$ cat src/include/cdmx_pkg.sv
// constants, register layout and carriers for the disc status output pin mux
// Function
// after reset the four shared pins are port outputs driving low.
// writing zero to all four port bits switches all four pins to disc control outputs.
// writing ones to all four port bits with the io select bit set picks each pin's function from the segment bits.
// in control mode the speed pin is high at normal speed and low at double speed.
// in control mode the status clock pin runs at 176.4 kHz.
// in control mode the status data pin shifts out the processor status word, read with the status clock.
// in control mode the frame clock pin runs at 7.35 kHz.
// on subcode block sync detection the sync output goes high at the first sync symbol.
// the subcode CRC output goes high when the Q channel CRC check passes.
// firmware sets the power-off bit whenever the disc section supply is removed.
// with the power-off bit set, every control pin returns to plain port output.
// the run-length output, enabled by a command bit, drives high when long, low when short, floats in range.
// control mode holds until software rewrites the port bits or sets the power-off bit.
package cdmx_pkg;

    localparam int CLK_HZ             = 100_000_000;
    localparam int STATUS_CLK_HZ      = 176_400;
    localparam int FRAME_CLK_HZ       = 7_350;
    localparam int STATUS_HALF_CYCLES = CLK_HZ / (2 * STATUS_CLK_HZ);
    localparam int FRAME_HALF_CYCLES  = CLK_HZ / (2 * FRAME_CLK_HZ);

    localparam logic [7:0] OFS_CTRL     = 8'h00;
    localparam logic [7:0] OFS_STAT     = 8'h04;
    localparam logic [7:0] OFS_IRQ_STAT = 8'h08;
    localparam logic [7:0] OFS_IRQ_MASK = 8'h0c;

    localparam int CTRL_W         = 9;
    localparam int CTRL_PORT_LSB  = 0;
    localparam int CTRL_IO_SEL    = 4;
    localparam int CTRL_POWER_OFF = 5;
    localparam int CTRL_RL_SEL    = 6;
    localparam int CTRL_SEG_A     = 7;
    localparam int CTRL_SEG_B     = 8;
    localparam logic [8:0] CTRL_RESET = 9'h000;

    localparam int IRQ_W        = 3;
    localparam int IRQ_SYNC     = 0;
    localparam int IRQ_CRC_OK   = 1;
    localparam int IRQ_CRC_FAIL = 2;
    localparam logic [2:0] IRQ_RESET = 3'h0;

    localparam int STATUS_WORD_W = 16;

    typedef enum logic [1:0] {
        CDMX_PORT,
        CDMX_CTRL_ALL,
        CDMX_CTRL_SEG
    } cdmx_mode_t;

    typedef struct packed {
        logic        double_speed;
        logic [15:0] status_word;
        logic        sync_pulse;
        logic        crc_valid;
        logic        crc_ok;
        logic        run_long;
        logic        run_short;
    } cdmx_core_t;

endpackage

$ cat src/hw/cdmx_pin_mux.sv
// shared output port / disc control pin mux with apb registers
//
// Register access over APB and the register offsets are this design's own decisions.
`timescale 1ns/100ps
module cdmx_pin_mux
    import cdmx_pkg::*;
#(
    parameter int FRAME_HALF = FRAME_HALF_CYCLES
)
(
    input  wire logic        ref_clk_i,
    input  wire logic        rst_i,
    input  wire logic        psel_i,
    input  wire logic        penable_i,
    input  wire logic        pwrite_i,
    input  wire logic [7:0]  paddr_i,
    input  wire logic [31:0] pwdata_i,
    output logic      [31:0] prdata_o,
    output logic             pready_o,
    output logic             pslverr_o,
    input  wire cdmx_core_t  core_i,
    output logic      [3:0]  shared_output_port_bits_o,
    output logic             subcode_block_sync_out_o,
    output logic             subcode_crc_pass_out_o,
    output logic             run_length_max_detect_out_o,
    output logic             run_length_max_detect_oe_o,
    output logic             irq_o
);

    // ------------------------------------------------------------
    // register bus decode
    // ------------------------------------------------------------
    logic [CTRL_W-1:0] ctrl;
    logic [IRQ_W-1:0]  irq_stat;
    logic [IRQ_W-1:0]  irq_mask;
    cdmx_mode_t        mode;
    cdmx_mode_t        next_mode;

    wire logic apb_setup  = psel_i && !penable_i;
    wire logic apb_done   = psel_i && penable_i && pready_o;
    wire logic apb_wr     = apb_done && pwrite_i;
    wire logic apb_rd     = apb_done && !pwrite_i;
    wire logic hit_ctrl   = paddr_i == OFS_CTRL;
    wire logic hit_stat   = paddr_i == OFS_STAT;
    wire logic hit_istat  = paddr_i == OFS_IRQ_STAT;
    wire logic hit_imask  = paddr_i == OFS_IRQ_MASK;
    wire logic hit_any    = hit_ctrl || hit_stat || hit_istat || hit_imask;
    wire logic wr_ctrl    = apb_wr && hit_ctrl;

    wire logic [3:0] port_bits  = ctrl[CTRL_PORT_LSB +: 4];
    wire logic       power_off  = ctrl[CTRL_POWER_OFF];
    wire logic       rl_sel     = ctrl[CTRL_RL_SEL];
    wire logic       seg_a      = ctrl[CTRL_SEG_A];
    wire logic       seg_b      = ctrl[CTRL_SEG_B];
    wire logic [3:0] wr_port    = pwdata_i[CTRL_PORT_LSB +: 4];

    // ------------------------------------------------------------
    // pin function mode
    // ------------------------------------------------------------
    // mode only moves on a ctrl write, so reset value 0 in the port bits does not
    // by itself mean control mode
    always_comb
    begin
        next_mode = mode;
        if (wr_ctrl)
        begin
            if (pwdata_i[CTRL_POWER_OFF])
                next_mode = CDMX_PORT;
            else if (wr_port == 4'h0)
                next_mode = CDMX_CTRL_ALL;
            else if (wr_port == 4'hf && pwdata_i[CTRL_IO_SEL])
                next_mode = CDMX_CTRL_SEG;
            else
                next_mode = CDMX_PORT;
        end
    end

    always_ff @(posedge ref_clk_i or posedge rst_i)
    begin
        if (rst_i)
        begin
            mode <= CDMX_PORT;
            ctrl <= CTRL_RESET;
            irq_mask <= IRQ_RESET;
        end
        else
        begin
            mode <= next_mode;
            if (wr_ctrl)
                ctrl <= pwdata_i[CTRL_W-1:0];
            if (apb_wr && hit_imask)
                irq_mask <= pwdata_i[IRQ_W-1:0];
        end
    end

    // ------------------------------------------------------------
    // status clock and frame clock dividers
    // ------------------------------------------------------------
    logic [8:0]  st_cnt;
    logic [12:0] fr_cnt;
    logic        status_read_clock;
    logic        correction_frame_clock;
    logic [STATUS_WORD_W-1:0] st_shift;
    logic [3:0]  st_bit;

    wire logic st_wrap  = st_cnt == 9'(STATUS_HALF_CYCLES - 1);
    wire logic fr_wrap  = fr_cnt == 13'(FRAME_HALF - 1);
    // data changes on the falling clock edge so the reader samples on the rise
    wire logic st_shift_en = st_wrap && status_read_clock;

    always_ff @(posedge ref_clk_i or posedge rst_i)
    begin
        if (rst_i)
        begin
            st_cnt <= 9'h000;
            status_read_clock <= 1'b0;
        end
        else
        begin
            st_cnt <= st_wrap ? 9'h000 : st_cnt + 9'h001;
            if (st_wrap)
                status_read_clock <= !status_read_clock;
        end
    end

    always_ff @(posedge ref_clk_i or posedge rst_i)
    begin
        if (rst_i)
        begin
            fr_cnt <= 13'h0000;
            correction_frame_clock <= 1'b0;
        end
        else
        begin
            fr_cnt <= fr_wrap ? 13'h0000 : fr_cnt + 13'h0001;
            if (fr_wrap)
                correction_frame_clock <= !correction_frame_clock;
        end
    end

    // status word is captured whole so a changing core word never tears mid-frame
    always_ff @(posedge ref_clk_i or posedge rst_i)
    begin
        if (rst_i)
        begin
            st_shift <= '0;
            st_bit <= 4'h0;
        end
        else if (st_shift_en)
        begin
            st_bit <= st_bit + 4'h1;
            if (st_bit == 4'hf)
                st_shift <= core_i.status_word;
            else
                st_shift <= {st_shift[STATUS_WORD_W-2:0], 1'b0};
        end
    end

    // ------------------------------------------------------------
    // shared pin selection
    // ------------------------------------------------------------
    wire logic speed_mode_out        = !core_i.double_speed;
    wire logic status_serial_out     = st_shift[STATUS_WORD_W-1];
    wire logic alt_status_read_clock = !status_read_clock;
    wire logic [3:0] ctrl_func = {correction_frame_clock, status_serial_out,
                                  status_read_clock, speed_mode_out};
    wire logic [3:0] seg_func  = {seg_b ? correction_frame_clock : port_bits[3],
                                  seg_b ? status_serial_out : port_bits[2],
                                  seg_a ? (seg_b ? alt_status_read_clock : status_read_clock) : port_bits[1],
                                  seg_a ? speed_mode_out : port_bits[0]};
    logic [3:0] next_pins;

    always_comb
    begin
        next_pins = port_bits;
        if (!power_off)
        begin
            case (mode)
                CDMX_CTRL_ALL: next_pins = ctrl_func;
                CDMX_CTRL_SEG: next_pins = seg_func;
                default:       next_pins = port_bits;
            endcase
        end
    end

    // ------------------------------------------------------------
    // subcode, run length and interrupt outputs
    // ------------------------------------------------------------
    wire logic crc_pass_ev = core_i.crc_valid && core_i.crc_ok;
    wire logic crc_fail_ev = core_i.crc_valid && !core_i.crc_ok;
    wire logic [IRQ_W-1:0] irq_ev = {crc_fail_ev, crc_pass_ev, core_i.sync_pulse};
    wire logic rd_istat = apb_rd && hit_istat;
    // a read clears, but a same-cycle event still lands
    wire logic [IRQ_W-1:0] next_irq_stat = (rd_istat ? IRQ_RESET : irq_stat) | irq_ev;
    wire logic rl_drive = rl_sel && (core_i.run_long || core_i.run_short);

    always_ff @(posedge ref_clk_i or posedge rst_i)
    begin
        if (rst_i)
        begin
            shared_output_port_bits_o <= 4'h0;
            subcode_block_sync_out_o <= 1'b0;
            subcode_crc_pass_out_o <= 1'b0;
            run_length_max_detect_out_o <= 1'b0;
            run_length_max_detect_oe_o <= 1'b0;
            irq_stat <= IRQ_RESET;
            irq_o <= 1'b0;
        end
        else
        begin
            shared_output_port_bits_o <= next_pins;
            subcode_block_sync_out_o <= core_i.sync_pulse;
            if (core_i.crc_valid)
                subcode_crc_pass_out_o <= core_i.crc_ok;
            run_length_max_detect_out_o <= core_i.run_long;
            run_length_max_detect_oe_o <= rl_drive;
            irq_stat <= next_irq_stat;
            irq_o <= |(next_irq_stat & irq_mask);
        end
    end

    // ------------------------------------------------------------
    // apb answer
    // ------------------------------------------------------------
    wire logic [31:0] stat_word = {24'h000000, speed_mode_out, subcode_crc_pass_out_o,
                                   shared_output_port_bits_o, mode};
    wire logic [31:0] rd_word = hit_ctrl  ? {23'h000000, ctrl} :
                                hit_stat  ? stat_word :
                                hit_istat ? {29'h00000000, irq_stat} :
                                hit_imask ? {29'h00000000, irq_mask} : 32'h00000000;

    always_ff @(posedge ref_clk_i or posedge rst_i)
    begin
        if (rst_i)
        begin
            pready_o <= 1'b0;
            pslverr_o <= 1'b0;
            prdata_o <= 32'h00000000;
        end
        else
        begin
            pready_o <= apb_setup;
            pslverr_o <= apb_setup && !hit_any;
            if (apb_setup && !pwrite_i)
                prdata_o <= rd_word;
        end
    end

    // ------------------------------------------------------------
    // checks
    // ------------------------------------------------------------
    property p_reset_low;
        @(posedge ref_clk_i) disable iff (rst_i)
        $past(rst_i) |-> shared_output_port_bits_o == 4'h0;
    endproperty
    a_reset_low: assert property (p_reset_low) else $error("pins not low port after reset");

    property p_zero_write;
        @(posedge ref_clk_i) disable iff (rst_i)
        (wr_ctrl && wr_port == 4'h0 && !pwdata_i[CTRL_POWER_OFF]) |=> mode == CDMX_CTRL_ALL ##1
            shared_output_port_bits_o[1] == $past(status_read_clock);
    endproperty
    a_zero_write: assert property (p_zero_write) else $error("zero write did not enter control mode");

    property p_seg_write;
        @(posedge ref_clk_i) disable iff (rst_i)
        (wr_ctrl && wr_port == 4'hf && pwdata_i[CTRL_IO_SEL] && !pwdata_i[CTRL_POWER_OFF])
            |=> mode == CDMX_CTRL_SEG;
    endproperty
    a_seg_write: assert property (p_seg_write) else $error("segment mode not entered");

    property p_speed;
        @(posedge ref_clk_i) disable iff (rst_i)
        (mode == CDMX_CTRL_ALL && !power_off) |=> shared_output_port_bits_o[0] == !$past(core_i.double_speed);
    endproperty
    a_speed: assert property (p_speed) else $error("speed pin wrong level");

    property p_status_clk;
        @(posedge ref_clk_i) disable iff (rst_i)
        $changed(status_read_clock) |-> $past(st_cnt) == 9'(STATUS_HALF_CYCLES - 1);
    endproperty
    a_status_clk: assert property (p_status_clk) else $error("status clock half period wrong");

    property p_status_data;
        @(posedge ref_clk_i) disable iff (rst_i)
        (mode == CDMX_CTRL_ALL && !power_off) |=> shared_output_port_bits_o[2] == $past(st_shift[STATUS_WORD_W-1]);
    endproperty
    a_status_data: assert property (p_status_data) else $error("status data pin wrong");

    property p_frame_clk;
        @(posedge ref_clk_i) disable iff (rst_i)
        $changed(correction_frame_clock) |-> $past(fr_cnt) == 13'(FRAME_HALF - 1);
    endproperty
    a_frame_clk: assert property (p_frame_clk) else $error("frame clock half period wrong");

    property p_sync;
        @(posedge ref_clk_i) disable iff (rst_i)
        core_i.sync_pulse |=> subcode_block_sync_out_o ##1 (subcode_block_sync_out_o == $past(core_i.sync_pulse));
    endproperty
    a_sync: assert property (p_sync) else $error("block sync not shown");

    property p_crc;
        @(posedge ref_clk_i) disable iff (rst_i)
        core_i.crc_valid |=> subcode_crc_pass_out_o == $past(core_i.crc_ok);
    endproperty
    a_crc: assert property (p_crc) else $error("crc result output wrong");

    property p_power_off;
        @(posedge ref_clk_i) disable iff (rst_i)
        power_off |=> shared_output_port_bits_o == $past(port_bits);
    endproperty
    a_power_off: assert property (p_power_off) else $error("power off did not force port");

    // each implication is bracketed on its own, an unbracketed and would nest them
    property p_run_length;
        @(posedge ref_clk_i) disable iff (rst_i)
        ((rl_sel && !core_i.run_long && !core_i.run_short) |=> !run_length_max_detect_oe_o)
        and ((rl_sel && core_i.run_long)
            |=> (run_length_max_detect_oe_o && run_length_max_detect_out_o));
    endproperty
    a_run_length: assert property (p_run_length) else $error("run length output wrong");

    property p_run_short;
        @(posedge ref_clk_i) disable iff (rst_i)
        (rl_sel && core_i.run_short) |=> (run_length_max_detect_oe_o && !run_length_max_detect_out_o);
    endproperty
    a_run_short: assert property (p_run_short) else $error("short run not driven low");

    property p_seg_port;
        @(posedge ref_clk_i) disable iff (rst_i)
        (mode == CDMX_CTRL_SEG && !power_off && !seg_a) |=> shared_output_port_bits_o[1:0] == $past(port_bits[1:0]);
    endproperty
    a_seg_port: assert property (p_seg_port) else $error("unselected segment pins not port");

    property p_frame_pin;
        @(posedge ref_clk_i) disable iff (rst_i)
        (mode == CDMX_CTRL_ALL && !power_off) |=> shared_output_port_bits_o[3] == $past(correction_frame_clock);
    endproperty
    a_frame_pin: assert property (p_frame_pin) else $error("frame clock pin wrong");

    property p_power_mode;
        @(posedge ref_clk_i) disable iff (rst_i)
        (wr_ctrl && pwdata_i[CTRL_POWER_OFF]) |=> mode == CDMX_PORT;
    endproperty
    a_power_mode: assert property (p_power_mode) else $error("power off write left control mode");

    property p_hold;
        @(posedge ref_clk_i) disable iff (rst_i)
        (mode == CDMX_CTRL_ALL && !wr_ctrl) |=> mode == CDMX_CTRL_ALL;
    endproperty
    a_hold: assert property (p_hold) else $error("control mode dropped without write");

endmodule

$ cat config.mk
export PLATFORM = sky130hd
export DESIGN_NAME = cdmx_pin_mux
export DESIGN_NICKNAME = d
export VERILOG_FILES = /design/src/include/cdmx_pkg.sv /design/src/hw/cdmx_pin_mux.sv
export SDC_FILE = /design/constraint.sdc
export NUM_CORES = 1
export LEC_CHECK = 0
export ABC_AREA = 1
export BUFFER_PORTS_ARGS = -buffer_cell sky130_fd_sc_hd__buf_2
export CELL_PAD_IN_SITES_DETAIL_PLACEMENT = 0
export CELL_PAD_IN_SITES_GLOBAL_PLACEMENT = 1
export CORE_UTILIZATION = 39
export CTS_CLUSTER_DIAMETER = 80
export CTS_CLUSTER_SIZE = 28
export DETAILED_ROUTE_END_ITERATION = 6
export PLACE_DENSITY = 0.82
export SLEW_MARGIN = 20
export SYNTH_ARGS = -nofsm -noshare
export SYNTH_HDL_FRONTEND = slang
export SYNTH_SLANG_ARGS = --single-unit
$ cat constraint.sdc
create_clock -name ref_clk_i -period 2.7 [get_ports ref_clk_i]
set_input_delay 0.405 -clock ref_clk_i [delete_from_list [all_inputs] [get_ports ref_clk_i]]
set_output_delay 0.405 -clock ref_clk_i [all_outputs]
set_load 0.01 [all_outputs]
==> results by group, run 1 <==
Cells and area
  – ANT cells: 0
  – Register cell area after layout: 2027 um^2
  – Layout cells sized above 1: 18.25%
  – Filler Cells Inserted: 991
  – Layout area overhead: 13.97%
  – Multi-input gate area in the final layout: 1680 um^2
  – Count of nets after finishing: 606

Clocking
  – CTS Hold Bufs: 0
  – Reg clk slew, reported paths: 0.09 ns
  – Inserted Clock Buffers: 9
  – H-tree level count: 3
  – Post-CTS setup-driven buffer insertion count: 0
  – Worst-Skew Late Latency: 0.35 ns
  – CTS max path bufs: 2
  – Post_cts resized: 0
  – Root buffer cell: clkbuf_8
  – TritonCTS Sinks: 81
  – Clock tree from TritonCTS: done

Global route
  – Number of antenna violations at the first check in global routing: 0
  – Grt peak-use layer: met2
  – Maximum number of pins on one net before global-route repair: 46
  – Met3 usage in global routing: 3.133%
  – Global-route total usage across every layer: 15.43%
  – Overflow after GRT: 0
  – Via count of the first global-routing pass: 2947
  – Met1 track demand over resource: 20.37%
  – Grt met2 use: 24.62%
  – First-pass GRT wire length: 13510 um

Floorplanning
  – Area enclosed by the die boundary: 10840 um^2
  – Width of the chip: 104.1 um
  – Std-Cell Rows: 36
  – Number of primary I/O pins: 110
  – Die height: 104.1 um
  – Core ar.: 9955 um^2
  – Effective utilization at floorplan: 40.84%

Yosys
  – Area share of the largest cell type after synthesis: 49.86%
  – Syn_area_per_cell: 8.723 um^2
  – Warning count from the yosys run: 0
  – Largest area contributor in the netlist: dfrtp_1
  – Mapped Area: 4065 um^2
  – Ranking of synthesized cells by area: dfrtp_1 (50%), nand2_1 (11%), inv_1 (4.8%)
  – Share of synthesized area occupied by flip-flops and latches: 49.86%
  – Number of unique standard cell types used by synthesis: 30
  – Register bit count reported by yosys: 81
  – Gate Count Post-Synth: 466

Run status
  – Outcome: finished, final reports clean

Place
  – Count of buffers from port buffering: 63
  – Pre-CTS worst setup slack: 0.8420 ns
  – RePlAce Congestion: 0.8792
  – Post-DP HPWL: 5823 um

Timing
  – Count of endpoints failing hold in the final timing report: 0
  – Final worst setup slack: 1.073 ns
  – Final Max Tran Viols: 0
  – Worst-Margin Slew: 0.6546 ns
  – Final-layout worst hold slack: 0.1142 ns
  – Fmax achieved: 614.5 MHz
  – Relative max-transition margin: 56.31%
  – Setup tns final: 0 ns
  – Final period util: 60.27%
  – Endpoints failing setup: 0
  – Clock period minus worst slack: 1.627 ns
  – Unrepaired setup endpoints after global routing: no
  – Clk_skew: 0.01072 ns

Power and ir drop
  – Power per cell area: 494.8 nW/um^2
  – Worst IR drop on VDD: 0.0002035 V
  – Leakage power figure: 2.523 nW

Critical path
  – Worst R2R Setup Slack: 1.07 ns
  – Critical Path Source Type: flop
  – Required arrival time at the worst endpoint: 2.94 ns
  – Worst Path Max Fanout: 15
  – Arrival time at the worst endpoint: 1.86 ns
  – Kind of critical path: flop to flop
  – Timing startpoint of the critical path: st_bit[0]$_DFFE_PP0P_
  – R2r startpoint: st_bit[0]$_DFFE_PP0P_
  – Crit. End Element: flop

Drt
  – Iteration count of the initial detailed-routing pass: 4
  – Via count normalized by instance count: 4.763
  – Number of nets with antenna violations after detailed routing: 0
  – Total vias in the final route: 3191
  – First DRT Iteration DRCs: 165
  – Detailed Route WL: 7856 um
  – WL/cell: 11.73 um
  – Final routed DRC violation total: 0

Flow run
  – Maximum Capacitance Violations: 0

Worst hold path
  – Worst min path class: input port to asynchronous set/reset pin
## cell usage in the layout (no fill, tap or decap), types with 12 or more instances in the layout
cell type,synthesis,final
nor2_1,43,43
xor2_1,12,12
mux2i_1,15,15
nand3_1,28,28
conb_1,1,23
dfrtp_1,81,81
buf_2,4,63
nand2_1,114,114
inv_1,52,51
o21ai_0,15,15
## flip-flops by register name, summed over array words and instances, names as in the netlist
signal	count
ctrl	9
pslverr_o	1
status_read_clock	1
subcode_block_sync_out_o	1
run_length_max_detect_out_o	1
irq_stat	3
st_bit	4
mode	2
pready_o	1
run_length_max_detect_oe_o	1
fr_cnt	13
st_shift	16
shared_output_port_bits_o	4
irq_o	1
correction_frame_clock	1
subcode_crc_pass_out_o	1
prdata_o	9
irq_mask	3
st_cnt	9
## worst max-delay path: stages (launching register included)
cell and delay, ns:
dfrtp_1 0.40, ha_1 0.24, nand3_2 0.43, mux2i_1 0.36
o21ai_2 0.08
## cell families after synthesis
kind of cell,after synthesis,synth area share [%]
AND/OR/NAND/NOR,209,21.98
buffers and inverters,87,10.83
flip-flops,81,49.86
AO/OA/AOI/OAI,51,8.156
XOR/XNOR,15,3.232
multiplexers,15,3.693
adder cells (fa/ha/maj),7,2.154
other,1,0.09225
## final timing paths
kind                                                            to  depth (start not counted)
worst max-delay path                       st_shift[2]$_DFFE_PP0P_                          4
worst min-delay path                      st_shift[10]$_DFFE_PP0P_                          2
worst max register to register             st_shift[2]$_DFFE_PP0P_                          4
worst min register to register             prdata_o[1]$_DFFE_PP0P_                          2
max in group asynchronous                      st_cnt[8]$_DFF_PP0_                          3
min in group ref_clk_i          subcode_block_sync_out_o$_DFF_PP0_                          1
## report_power, final
group,internal [mW],switching (mW),total (mW)
logic,0.0559,0.0906,0.146
clock network,0.454,0.451,0.905
registers,1.23,0.00977,1.24
total,1.74,0.552,2.29
## metal layers
layer / wire length (um) / vias up / part of all wire, %
li1: - / 1588 / -
met1: 3606 / 1507 / 46
met2: 3796 / 89 / 48
met3: 375 / 7 / 4.8
met4: 77 / 0 / 0.98
met5: 0 / - / 0
## per-stage QoR
step                      total power [mW]  instance area, um^2  utilization [%]  cells
after floorplan                      1.365                 4148                -    488
after global routing                 2.396                 4633            46.54    670
final                                2.293                 4633            46.54    670
after detailed placement             1.414                 4428            44.48    654
after global placement               1.412                 4428            44.48    654
after CTS                            2.318                 4633            46.54    670
## synth_stat cells
cell type and n:
conb_1 1, nand3_1 28, buf_2 4, nor4_4 1
nor2_1 43, a2bb2oi_1 5, nor4_1 3, dfrtp_1 81
inv_2 1, clkinv_1 1, mux2i_1 15, or2_2 1
nand3_2 2, ha_1 7, o31ai_1 1, inv_1 52
o21ai_0 15, buf_6 3, xnor2_1 3, clkbuf_1 3
o21ai_2 10, a32o_1 3, nand2_1 114, o21ai_1 7
nor3_1 7, a21oi_1 9, nand4_1 10, buf_4 23
o21a_1 1, xor2_1 12
## area by class of cell
type,count,share of cell area [%]
clock buffer,10,2.971
clock inverter,6,1.458
tap,133,3.592
timing repair buffer,66,7.561
inverter,54,4.402
sequential,81,43.75
multi-input combinational,320,36.27
No activity file was read; power rests on OpenSTA's default activity.
==> inputs of run 2 (changes only) <==
- CORE_UTILIZATION: 39 -> 35
- PLACE_DENSITY: 0.82 -> 0.78
- clock period: 2.7 -> 1.35 ns (I/O delays scaled with it)
==> run 2 against run 1 <==
- the flow now finishes with violations (negative setup slack)
- largest power group is now the clock network
- critical endpoint is now correction_frame_clock$_DFFE_PP0N_
- count of clock-buffer cells in the layout increased by 1
- core utilization increased by 0.66 points
- die area increased by 11%
- global-route usage increased by 0.28 points
- critical path type unchanged
- sequential cell count unchanged
==> results by group, run 2 (synthesis results as in run 1) <==
Critical path
  – Kind of critical path: flop to flop
  – Required arrival time at the worst endpoint: 1.57 ns
  – Worst Path Max Fanout: 4
  – Crit. End Element: flop
  – Arrival time at the worst endpoint: 1.65 ns
  – Cell class contributing the biggest share of worst-path delay: simple AND/OR/NAND/NOR gates
  – Crit path cell chain: inv_1 > nand4_1 > nor3_1 > nand2_2 > xnor2_1
  – Critical Path Source Type: flop
  – Timing startpoint of the critical path: fr_cnt[8]$_DFF_PP0_
  – CP peak stage delay: 0.42 ns
  – R2r startpoint: fr_cnt[8]$_DFF_PP0_
  – Crit path max-delay cell type: dfrtp_1
  – Buffering stage count on the worst path with inverters included: 1

Run status
  – Violations in the final reports: negative setup slack
  – Outcome: complete, but fails checks

Timing
  – Endpoints failing setup: 19
  – Final worst setup slack: -0.07240 ns
  – Unrepaired setup endpoints after global routing: yes
  – Final Max Tran Viols: 0
  – Final-layout worst hold slack: 0.06204 ns
  – Final period util: 105.4%
  – Count of endpoints failing hold in the final timing report: 0
  – Clk_skew: 0.006438 ns
  – Clock period minus worst slack: 1.422 ns
  – Fmax achieved: 703.0 MHz

Place
  – Count of buffers from port buffering: 63
  – Post-DP HPWL: 6375 um
  – RePlAce Congestion: 0.8281

Drt
  – First DRT Iteration DRCs: 154
  – WL/cell: 12.55 um
  – Total vias in the final route: 3327
  – Via count normalized by instance count: 4.679
  – Detailed Route WL: 8924 um
  – Number of nets with antenna violations after detailed routing: 0
  – Iteration count of the initial detailed-routing pass: 4
  – Final routed DRC violation total: 0

Cells and area
  – Final core utilization: 47.20%
  – Commonest non-fill, non-tap cell in the layout: nand2_1
  – Count of nets after finishing: 640
  – Number of flip-flops in the largest register: 16
  – Register with the most flip-flops: st_shift
  – Layout cells sized above 1: 29.77%
  – Layout area overhead: 28.62%
  – Registers with the most flip-flops: st_shift: 16 flops, fr_cnt: 13 flops
  – Filler Cells Inserted: 1047
  – ANT cells: 0
  – Most used cells in the layout excluding fill and tap cells: nand2_1 (102), dfrtp_1 (79), buf_2 (63)

Power and ir drop
  – Power dissipated by switching net loads: 1.160 mW
  – Seq pwr share: 46.3%
  – Power per cell area: 1028 nW/um^2
  – Worst IR drop on VDD: 0.0007330 V
  – Internal power: 4.216 mW
  – Clk network pwr share: 47.7%
  – Fraction of power spent switching nets: 21.58%
  – Share of power burned in combinational logic: 6.0%
  – Total power of the final layout: 5.376 mW
  – Leakage power figure: 2.748 nW

Clocking
  – CTS max path bufs: 2
  – Inserted Clock Buffers: 9
  – H-tree level count: 3
  – Clock tree from TritonCTS: done
  – Worst-Skew Late Latency: 0.34 ns
  – TritonCTS Sinks: 81
  – Reg clk slew, reported paths: 0.06 ns
  – Root buffer cell: clkbuf_16

Floorplanning
  – Effective utilization at floorplan: 36.70%
  – Std-Cell Rows: 38
  – Area enclosed by the die boundary: 12050 um^2
  – Core ar.: 11080 um^2
  – Number of primary I/O pins: 110
  – Die height: 109.8 um
  – Width of the chip: 109.8 um

Worst hold path
  – Min-delay src: penable_i
  – Worst min path class: input port to flop

Global route
  – First-pass GRT wire length: 14480 um
  – Via count of the first global-routing pass: 3261
  – Global-route total usage across every layer: 15.70%
  – Overflow after GRT: 0
  – Number of antenna violations at the first check in global routing: 0
  – Maximum number of pins on one net before global-route repair: 43

Flow run
  – Maximum Capacitance Violations: 0
run 2: cell count changes in the layout (fill, tap and decap cells not counted), sizes merged:
cell | before | now
clkinv | 5 | 2
clkbuf | 10 | 11
buf | 66 | 97
clkinvlp | 2 | 3
dlygate4sd3 | 0 | 3
bufinv | 1 | 2
run 2: what timing repair did:
| item | in CTS | in global routing |
|---|---|---|
| cloned | 0 | 1 |
| buffers inserted | 0 | 4 |
| setup endpoints to repair | 29 | 50 |
| pin swaps | 1 | 10 |
| gates resized for setup | 4 | 51 |
| hold buffers | 3 | 0 |
| hold endpoints to repair | 13 | 0 |
run 2: cell type report:
cell class,count,area (um^2),share of cell area (%)
multi-input combinational,320,1856,35.49
timing repair buffer,100,649.4,12.42
clock buffer,11,232.7,4.451
inverter,54,206.4,3.948
clock inverter,5,80.08,1.531
tap,140,175.2,3.350
sequential,81,2029,38.81
run 2: power groups by stage:
stage / clock (mW) / combinational, mW / sequential, mW
4_1_cts: 2.65 / 0.326 / 2.49
3_5_place_dp: 0 / 0.319 / 2.53
3_3_place_gp: 0 / 0.312 / 2.53
5_1_grt: 2.72 / 0.368 / 2.49
2_1_floorplan: 0 / 0.183 / 2.55
6_report: 2.56 / 0.323 / 2.49
run 2: final timing paths:
path / endpoint / slack [ns] / cells past startpoint
setup reg to reg: correction_frame_clock$_DFFE_PP0N_ / -0.07 / 5
setup / recovery: correction_frame_clock$_DFFE_PP0N_ / -0.07 / 5
hold reg to reg: prdata_o[2]$_DFFE_PP0P_ / 0.48 / 2
max in group asynchronous: prdata_o[5]$_DFFE_PP0P_ / 0.45 / 4
hold / removal: pready_o$_DFF_PP0_ / 0.06 / 2
min in group asynchronous: fr_cnt[1]$_DFF_PP0_ / 0.39 / 3
run 2: routing by layer:
| metal | up-vias | global-route usage, % | part of all wire [%] |
|---|---|---|---|
| met2 | 80 | 27.76 | 52 |
| li1 | 1659 | - | - |
| met4 | 0 | 7.048 | 1.7 |
| met5 | - | 0 | 0 |
| met1 | 1576 | 18.14 | 43 |
| met3 | 12 | 3.379 | 4.2 |
run 2: metrics by stage:
step	TNS (ns)	setup slack [ns]	cells	cell area [um^2]
6_report	-0.7341	-0.07240	711	5229
5_1_grt	-4.028	-0.1785	711	5229
4_1_cts	-0.7373	-0.04186	706	5032
3_5_place_dp	-0.7256	-0.04494	687	4682
3_3_place_gp	-0.08278	-0.02783	687	4682
2_1_floorplan	-0.1118	-0.01749	488	4184
